**src/core/fmon_pkg.sv**
```systemverilog
// constants, types and helpers shared by the main-clock frequency monitor
package fmon_pkg;

  // ----------------------------------------------------------------
  // measurement window and count clock
  // ----------------------------------------------------------------
  localparam int unsigned REF_DIV = 512;
  localparam logic [8:0] PT_CMP = 9'(REF_DIV - 1);
  localparam logic [8:0] PT_STEP = 9'h001;
  localparam logic [3:0] PRESC_LAST = 4'hF;
  localparam logic [3:0] PRESC_STEP = 4'h1;
  localparam logic [15:0] CAP_STEP = 16'h0001;

  // ----------------------------------------------------------------
  // judgement limits, inclusive
  // ----------------------------------------------------------------
  localparam logic [15:0] FREQ_MIN = 16'hA4CB;
  localparam logic [15:0] FREQ_MAX = 16'hC96A;

  // ----------------------------------------------------------------
  // types
  // ----------------------------------------------------------------
  typedef enum logic [2:0] {
    ST_IDLE,
    ST_FIRST,
    ST_SECOND,
    ST_VERDICT,
    ST_COMPLETE
  } fmon_state_e;

  typedef struct packed {
    logic [8:0] win_cnt;
    logic [3:0] presc;
    logic [15:0] cap_cnt;
  } fmon_timers_s;

  typedef struct packed {
    logic busy;
    logic err;
    logic done;
  } fmon_status_s;

  function automatic logic fmon_in_range(input logic [15:0] v);
    return (v >= FREQ_MIN) && (v <= FREQ_MAX);
  endfunction

endpackage

```
**src/core/fmon_freq_monitor.sv**
```systemverilog
// main-clock frequency monitor: sub-clock window, divided-clock capture, verdict
//
// Overview of operation
// - The measurement window is timed by the sub-clock, a reference independent of mclk.
// - One window lasts 512 sub-clock periods, about 15.6 ms.
// - A captured count from 42187 to 51562 inclusive is normal, anything else abnormal.
// - One start request yields one measurement whose verdict is kept, never repeated alone.
// - The period timer counts up by one on each rising edge of the sub-clock input.
// - The period timer compares against 512 minus one, so it matches once per window.
// - The period timer returns to zero when its count equals the compare value.
// - The period timer drives nothing on its pin and raises no interrupt.
// - The capture timer counts up on mclk divided by 16.
// - A period-timer match copies the capture timer's count into the capture register.
// - The capture timer clears to zero on each capture.
// - Each capture raises the capture A interrupt request.
// - At the end the verdict goes to the error flag first, then the completion flag is set.
// - The first capture is discarded, the second is judged, and both timers then stop.
// - Error reads 0 normal, 1 abnormal; completion reads 0 until the measurement ends.
`timescale 1ns/1ps
module fmon_freq_monitor
  import fmon_pkg::*;
(
  // clock, reset, enable
  input wire logic mclk,
  input wire logic nrst,
  input wire logic ce,
  // reference pin
  input wire logic external_count_input,
  // software control
  input wire logic start_req,
  // results
  output fmon_status_s status,
  output logic [15:0] general_compare_capture_reg_a,
  output logic capture_a_interrupt_request,
  // period timer pin, never driven
  output logic period_timer_io_pin_out,
  output logic period_timer_io_pin_oe_n
);

  // ----------------------------------------------------------------
  // reset release
  // ----------------------------------------------------------------
  logic rst_q1;
  logic rst_n;

  always_ff @(posedge mclk or negedge nrst) begin
    if (!nrst) begin
      rst_q1 <= 1'b0;
      rst_n <= 1'b0;
    end else begin
      rst_q1 <= 1'b1;
      rst_n <= rst_q1;
    end
  end

  // ----------------------------------------------------------------
  // reference edges
  // ----------------------------------------------------------------
  logic ref_rise;

  fmon_sync_edge u_ref_sync (
    .clk(mclk),
    .rst_n(rst_n),
    .ce(ce),
    .async_in(external_count_input),
    .rise(ref_rise)
  );

  // ----------------------------------------------------------------
  // shared terms
  // ----------------------------------------------------------------
  fmon_state_e state;
  fmon_state_e next_state;
  fmon_timers_s tm;
  fmon_timers_s next_tm;
  logic [15:0] next_cap;
  logic next_irq;
  logic start_q;
  logic next_start_q;
  fmon_status_s next_status;
  logic next_pin_out;
  logic next_pin_oe_n;
  logic start_pulse;
  logic start_go;
  logic running;
  logic tick;
  logic match;

  // a held start flag must not restart a finished measurement
  assign start_pulse = start_req & ~start_q;
  assign start_go = start_pulse && (state == ST_IDLE);
  assign running = (state == ST_FIRST) || (state == ST_SECOND);
  assign tick = running && (tm.presc == PRESC_LAST);
  assign match = running && ref_rise && (tm.win_cnt == PT_CMP);

  // ----------------------------------------------------------------
  // timers and capture
  // ----------------------------------------------------------------
  always_comb begin
    next_tm = tm;
    next_cap = general_compare_capture_reg_a;
    next_irq = 1'b0;
    if (start_go) begin
      next_tm = '0;
    end else if (running) begin
      next_tm.presc = tm.presc + PRESC_STEP;
      if (tick) begin
        next_tm.cap_cnt = tm.cap_cnt + CAP_STEP;
      end
      if (ref_rise) begin
        if (tm.win_cnt == PT_CMP) begin
          next_tm.win_cnt = '0;
        end else begin
          next_tm.win_cnt = tm.win_cnt + PT_STEP;
        end
      end
      if (match) begin
        next_cap = tm.cap_cnt;
        next_tm.cap_cnt = '0;
        next_irq = 1'b1;
      end
    end
  end

  always_ff @(posedge mclk or negedge rst_n) begin
    if (!rst_n) begin
      tm <= '0;
      general_compare_capture_reg_a <= '0;
      capture_a_interrupt_request <= 1'b0;
    end else if (ce) begin
      tm <= next_tm;
      general_compare_capture_reg_a <= next_cap;
      capture_a_interrupt_request <= next_irq;
    end
  end

  // ----------------------------------------------------------------
  // sequence and flags
  // ----------------------------------------------------------------
  always_comb begin
    next_state = state;
    next_status = status;
    next_start_q = start_req;
    next_pin_out = 1'b0;
    next_pin_oe_n = 1'b1;
    case (state)
      ST_IDLE: begin
        if (start_go) begin
          next_state = ST_FIRST;
          next_status.done = 1'b0;
          next_status.err = 1'b0;
        end
      end
      ST_FIRST: begin
        if (match) begin
          next_state = ST_SECOND;
        end
      end
      ST_SECOND: begin
        if (match) begin
          next_state = ST_VERDICT;
        end
      end
      ST_VERDICT: begin
        next_status.err = !fmon_in_range(general_compare_capture_reg_a);
        next_state = ST_COMPLETE;
      end
      ST_COMPLETE: begin
        next_status.done = 1'b1;
        next_state = ST_IDLE;
      end
      default: begin
        next_state = ST_IDLE;
      end
    endcase
    next_status.busy = (next_state != ST_IDLE);
  end

  always_ff @(posedge mclk or negedge rst_n) begin
    if (!rst_n) begin
      state <= ST_IDLE;
      status <= '0;
      start_q <= 1'b0;
      period_timer_io_pin_out <= 1'b0;
      period_timer_io_pin_oe_n <= 1'b1;
    end else if (ce) begin
      state <= next_state;
      status <= next_status;
      start_q <= next_start_q;
      period_timer_io_pin_out <= next_pin_out;
      period_timer_io_pin_oe_n <= next_pin_oe_n;
    end
  end
endmodule

```
**src/core/fmon_sync_edge.sv**
```systemverilog
// two-stage synchroniser with rising-edge detect for an asynchronous pin
`timescale 1ns/1ps
module fmon_sync_edge (
  // clock, reset, enable
  input wire logic clk,
  input wire logic rst_n,
  input wire logic ce,
  // asynchronous level in, synchronous edge out
  input wire logic async_in,
  output logic rise
);

  logic meta;
  logic sync;
  logic sync_q;
  logic next_meta;
  logic next_sync;
  logic next_sync_q;

  always_comb begin
    next_meta = async_in;
    next_sync = meta;
    next_sync_q = sync;
  end

  always_ff @(posedge clk or negedge rst_n) begin
    if (!rst_n) begin
      meta <= 1'b0;
      sync <= 1'b0;
      sync_q <= 1'b0;
    end else if (ce) begin
      meta <= next_meta;
      sync <= next_sync;
      sync_q <= next_sync_q;
    end
  end

  // the first stage is read only by the second
  assign rise = sync & ~sync_q;

endmodule

```
**config.mk**
```make
export PLATFORM = sky130hd
export DESIGN_NAME = fmon_freq_monitor
export DESIGN_NICKNAME = d
export VERILOG_FILES = /design/src/core/fmon_pkg.sv /design/src/core/fmon_freq_monitor.sv /design/src/core/fmon_sync_edge.sv
export SDC_FILE = /design/constraint.sdc
export NUM_CORES = 1
export LEC_CHECK = 0
export BUFFER_PORTS_ARGS = -buffer_cell sky130_fd_sc_hd__buf_2
export CAP_MARGIN = 10
export CORE_MARGIN = 4
export CORE_UTILIZATION = 59
export DETAILED_ROUTE_END_ITERATION = 8
export PLACE_DENSITY = 0.79
export SYNTH_ARGS = -nofsm -noshare
export SYNTH_HDL_FRONTEND = slang
export SYNTH_SLANG_ARGS = --single-unit
```
**constraint.sdc**
```tcl
create_clock -name mclk -period 1.95 [get_ports mclk]
set_input_delay 0.0975 -clock mclk [delete_from_list [all_inputs] [get_ports mclk]]
set_output_delay 0.0975 -clock mclk [all_outputs]
set_load 0.05 [all_outputs]
```
# After elaboration in Yosys (flattened, before gate mapping)
# Index checks and enable logic that the tools add are counted.
[word_totals] register_bits=58 output_inout_bits=22 elab_cells=68
[op_classes] addsub=3 order_cmp=2 n_eq_ne=7 muxes=16 bitwise_logic=5 n_reduce_logical=20
[op_table] cell="$mux W29" count=2
[op_table] cell="$mux W16" count=2
[op_table] cell="$mux W9" count=2
[op_table] cell="$add A16 B1 Y16 const B" count=1
[op_table] cell="$ge A16 B16 Y1 const B" count=1
[op_table] cell="$le A16 B16 Y1 const B" count=1
[op_table] cell="$pmux W3 S4" count=1
[op_table] cell="$reduce_and A3 Y1" count=4
[op_table] cell="$add A9 B1 Y9 const B" count=1
[op_table] cell="$eq A9 B9 Y1 const B" count=1
[op_table] cell="$mux W3" count=3
[op_table] cell="$reduce_bool A2 Y1" count=4
[op_table] cell="$eq A3 B2 Y1 const B" count=2
[op_table] cell="$reduce_bool A3 Y1" count=2
[op_table] cell="$logic_and A1 B1 Y1" count=5
[op_table] cell="$add A4 B1 Y4 const B" count=1
[op_table] cell="$eq A4 B4 Y1 const B" count=1
[op_table] cell="$pmux W1 S2" count=2
[op_table] cell="$reduce_and A4 Y1" count=1
[op_table] cell="$eq A3 B1 Y1 const B" count=1
[op_table] cell="$eq A3 B3 Y1 const B" count=1
[op_table] cell="$logic_not A3 Y1" count=1
[op_table] cell="$mux W1" count=3
[op_table] cell="$not A1 Y1" count=3
[op_table] cell="6 further kinds" count=7

# Depth between registers and ports, before layout
[depth] ltp_word=7 ltp_mapped=9

# By module
# Synthesis repeated with hierarchy kept, for this count alone.
[unflattened] cells_unflattened=267 hier_area_um2=2856.5
[by_module_without_submodules] module="fmon_freq_monitor" instances=1 cells_per_inst=260 area_per_inst_um2=2741.4 seq_area_each_um2=1376.3
[by_module_without_submodules] module="fmon_sync_edge" instances=1 cells_per_inst=7 area_per_inst_um2=115.1 seq_area_each_um2=75.1

# Least setup slack after synthesis
# Ideal clock, no wire load.
[synth_timing] kind="flip-flop to flip-flop" startpoint="register tm[22] in the netlist's numbering" endpoint="register tm[3] in the netlist's numbering" arrival_ps=2125 setup_slack_ps=-271 path_stages_with_launch=10 path_buffers=1 synth_period_minus_slack_ps=2221 path_cell_list="dfrtp_1 and3_1 and3_1 and3_1 ha_1 nor4b_4 or3_1 buf_2 or2_1 o31ai_1"
[synth_via] elab_chain_cells=5
[synth_lines] element="start: declaration" line_no="fmon_freq_monitor.sv:74" text="fmon_timers_s tm;"
[synth_lines] element="start signal: assignment" line_no="fmon_freq_monitor.sv:131" text="tm <= next_tm;"
[synth_lines] element="$eq A9 B9 Y1 (*)" line_no="fmon_freq_monitor.sv:94" text="assign match = running && ref_rise && (tm.win_cnt == PT_CMP);"
[synth_lines] element="$logic_and A1 B1 Y1 (*)" line_no="fmon_freq_monitor.sv:94"
[synth_lines] element="$mux W16" line_no="fmon_freq_monitor.sv:117" text="if (match) begin"
[synth_lines] element="$mux W29" line_no="fmon_freq_monitor.sv:105" text="end else if (running) begin"
[synth_lines] element="$mux W29" line_no="fmon_freq_monitor.sv:103" text="if (start_go) begin"
# Mark *: on every way between the ends. The rest lies on a longest branch, timed or not. The select of a mux whose other input is x is not followed.
# A chain may end at the register's enable or synchronous reset.

# Final worst setup path
[layout_timing] startpoint="register tm[23] in the netlist's numbering" endpoint="register tm[12] in the netlist's numbering"
# The elaborated chain is that of the path after synthesis.

==> metrics.md <==
| Metric | Value |
|---|---|
| DIE AREA | 0.00613 mm^2 |
| Area grow syn2layout | 28.3% |
| First-pass GRT wire length | 11700 um |
| Hold Slack | 0.0283 ns |
| Core ar. | 0.00475 mm^2 |
| Total congestion overflow | 0 |
| Initial Utilization | 0.613 |
| Crit path max fanout | 6 |
| DP HPWL | 4600 um |
| GPL Wtd Cong | 0.867 |
| Std cell rows | 25 |
| CP arrival | 2.45 ns |
| Clock Tree Root | clkbuf_8 |
| CTS Buf Count | 9 |
| Total track usage | 0.246 |
| Clock Path Buffers | 2 |
| Non-filler cells, final | 415 |
| Slew Limit Fails | 0 |
| Synth cell types | 58 |
| Worst R2R End | tm[12] |
| Leakage | 1.75 nW |
| Routed len/inst | 16.1 um |
| Reg2reg start | tm[23] |
| Final setup fails | 39 |
| Critical Path Sink | tm[12] |
| Share of cells above drive strength 1 | 0.339 |
| Setup TNS | -6.73 ns |
| Worst-path clk slew | 0.06 ns |
| CTS sink count | 58 |
| I/O pin cnt | 27 |
| Multiplexer share of the synthesized area | 0.0695 |
| Violated checks | negative setup slack |
| Setup Skew | 0.00513 ns |
| H-tree Lvls | 3 |
| Largest net degree at the start of global routing | 30 |
| DIE WIDTH | 78.3 um |
| Nature of the critical path endpoint | register |
| RSZ-0062 raised after global routing | true |
| Yosys reg bits | 58 |
| DRT iter0 DRCs | 169 |
| Wirelength, routed | 6680 um |
| Worst-Margin Slew | 0.636 ns |
| Yosys warns | 0 |
| Clk_lat worst skew | 0.34 ns |
| Via count | 2411 |
| Critical path type | reg -> reg |
| Final nets | 352 |
| Vias in the first global route | 2456 |
| Largest family of logic cells by synthesized area | simple AND/OR/NAND/NOR gates |
| Routed vias/inst | 5.81 |
| Post-Syn Area per Cell | 10.3 um^2 |
| Compound-Gate Fraction of Synth Area | 0.167 |
| Filler cells | 320 |
| ANT cells | 0 |
| Cells on worst reg2reg path | 8 |
| Adder-Cell Fraction of Synth Area | 0.0172 |
| Height of the chip | 78.3 um |
| Mapped Area | 0.00292 mm^2 |
| Synth Flop Type | dfrtp_1 |
| Cell count after synthesis | 283 |
| Max_slew headroom | 0.576 |
| Peak VDD IR | 701 uV |
| Port bufs | 24 |
| Placed insts | 394 |
| Max-Cap Viols | 0 |
| Detailed Routing Iterations Pass 1 | 4 |
| Internal reg-to-reg setup slack | -0.24 ns |
| Final hold violations | 0 |
| # DRC | 0 |
| Outcome | complete, but fails checks |
| Initial antenna violation count | 0 |
| Min Tclk post-route | 2.19 ns |
| Synth Area in XOR/XNOR | 0.0296 |
| CP required | 2.21 ns |
| Asr flop ratio synth | 1.00 |
| Final period utilization | 1.12 |
| Number of flops mapped to enable cells by yosys | 0 |
| CTS tree | yes |
| Worst Slack Setup Final | -0.236 ns |
| Max Freq | 458 MHz |
| Startpoint types | register |
| Synth Area in Simple Gates | 0.176 |
| Worst Hold Class | in -> reg |
| PwrDens | 922 mW/mm^2 |
| Register area share after synthesis | 0.498 |
| Crit path launch | tm[23] |
| Post-route ant nets | 0 |
worst max-delay path, stage by stage, from the launching register on:
cell and delay [ns]:
dfrtp_1 0.35, and3_4 0.19, and3_4 0.19, and3_4 0.18, ha_4 0.13, nor4b_4 0.36
o311ai_2 0.21, or3_1 0.34, a21oi_1 0.16
registers in the layout, indices dropped and copies added (netlist names):
name / flops
rst_q1: 1
u_ref_sync.next_sync_q: 1
u_ref_sync.sync_q: 1
general_compare_capture_reg_a: 16
status: 3
tm: 29
capture_a_interrupt_request: 1
state: 3
u_ref_sync.meta: 1
start_q: 1
rst_n: 1
placed cells by master (no fill, tap or decap), types with 4 or more instances in the layout:
master    instances
dfrtp_1          57
buf_4            35
buf_2            24
nand2_1          19
mux2_2           18
nor2_1           15
o21ai_0          15
nand3_1          13
clkbuf_8         11
o21ai_1          10
nor3_1            9
inv_1             9
o31ai_1           7
xor2_1            7
a21oi_1           6
nand2b_1          4
or3_1             4
nand4_1           4
metal layers:
metal | part of all wire | wire [um] | global-route usage | vias to the layer above
li1 | - | - | - | 1158
met1 | 0.44 | 2950 | 0.312 | 1181
met2 | 0.49 | 3290 | 0.396 | 52
met3 | 0.044 | 293 | 0.0700 | 20
met4 | 0.023 | 151 | 0.107 | 0
met5 | 0 | 0 | 0 | -
cell families (layout without fill, tap and decap cells):
group,after synthesis,in the layout
AOI/OAI and AO/OA,72,72
DFF,58,58
adders and majority gates,4,4
other,2,3
xor gates and xnor gates,9,9
and+or+nand+nor,94,94
buffers and inverters,26,90
muxes,18,18
repair_timing:
item,in CTS,in global routing
hold buffers,2,0
resized for setup,20,3
gates cloned,0,0
pin swaps,8,7
endpoints found under the hold margin,3,0
buffers inserted,3,1
setup endpoints to repair,39,41
cell type report:
cell class | instances | area, um^2 | share of cell area
well taps | 67 | 83.8 | 0.0224
inverters | 9 | 33.8 | 0.00903
clock buffers | 11 | 151 | 0.0405
repair buffers | 65 | 469 | 0.125
flip-flops and latches | 58 | 1450 | 0.388
clock inverters | 5 | 100 | 0.0268
multi-input cells | 200 | 1450 | 0.388
worst min-delay path by stage:
| stage | startpoint | end | depth (start not counted) |
|---|---|---|---|
| 3_5_place_dp | nrst | rst_q1 | 1 |
| 5_1_grt | start_req | start_q | 2 |
| 2_1_floorplan | nrst | rst_n | 0 |
| 3_3_place_gp | nrst | rst_q1 | 1 |
| 6_report | start_req | start_q | 2 |
| 4_1_cts | start_req | start_q | 2 |
where the power goes:
group | switching (mW) | internal [mW]
clock | 0.472 | 0.914
sequential | 0.135 | 1.34
combinational | 0.308 | 0.280
total | 0.915 | 2.53
per-stage QoR:
step / instance area, um^2 / total power, mW / util / setup WS, ns
after floorplan: 2990 / 1.82 / - / -0.239
after global routing: 3740 / 3.62 / 0.787 / -0.361
after detailed placement: 3370 / 2.05 / 0.710 / -0.261
after global placement: 3370 / 2.02 / 0.710 / -0.175
after CTS: 3720 / 3.47 / 0.782 / -0.221
final: 3740 / 3.45 / 0.787 / -0.236
cell usage after synthesis (2+ instances only):
library cell	n	area, um^2
xor2_1	7	61.3
nor2_1	15	56.3
ha_1	4	50.1
inv_1	9	33.8
a21o_1	2	15.0
mux2_2	18	203
or3_1	4	25.0
buf_2	3	15.0
and2_1	2	12.5
and3_1	4	25.0
a21oi_1	7	35.0
nor2b_1	3	18.8
o22ai_1	2	12.5
nand3b_1	2	15.0
nand2b_1	4	25.0
o311ai_1	2	17.5
nor4_1	3	18.8
nand3_1	13	65.1
clkbuf_1	9	33.8
conb_1	2	7.51
nor3_1	10	50.1
a211oi_1	5	37.5
buf_4	4	30.0
nand2_1	19	71.3
o21ai_0	25	125
o31ai_1	7	52.6
dfrtp_1	58	1450
nand4_1	4	25.0
a22o_1	3	26.3
o2111ai_1	3	26.3
a31oi_1	2	12.5
a311oi_1	2	17.5
Power figures use the tool's default switching activity.
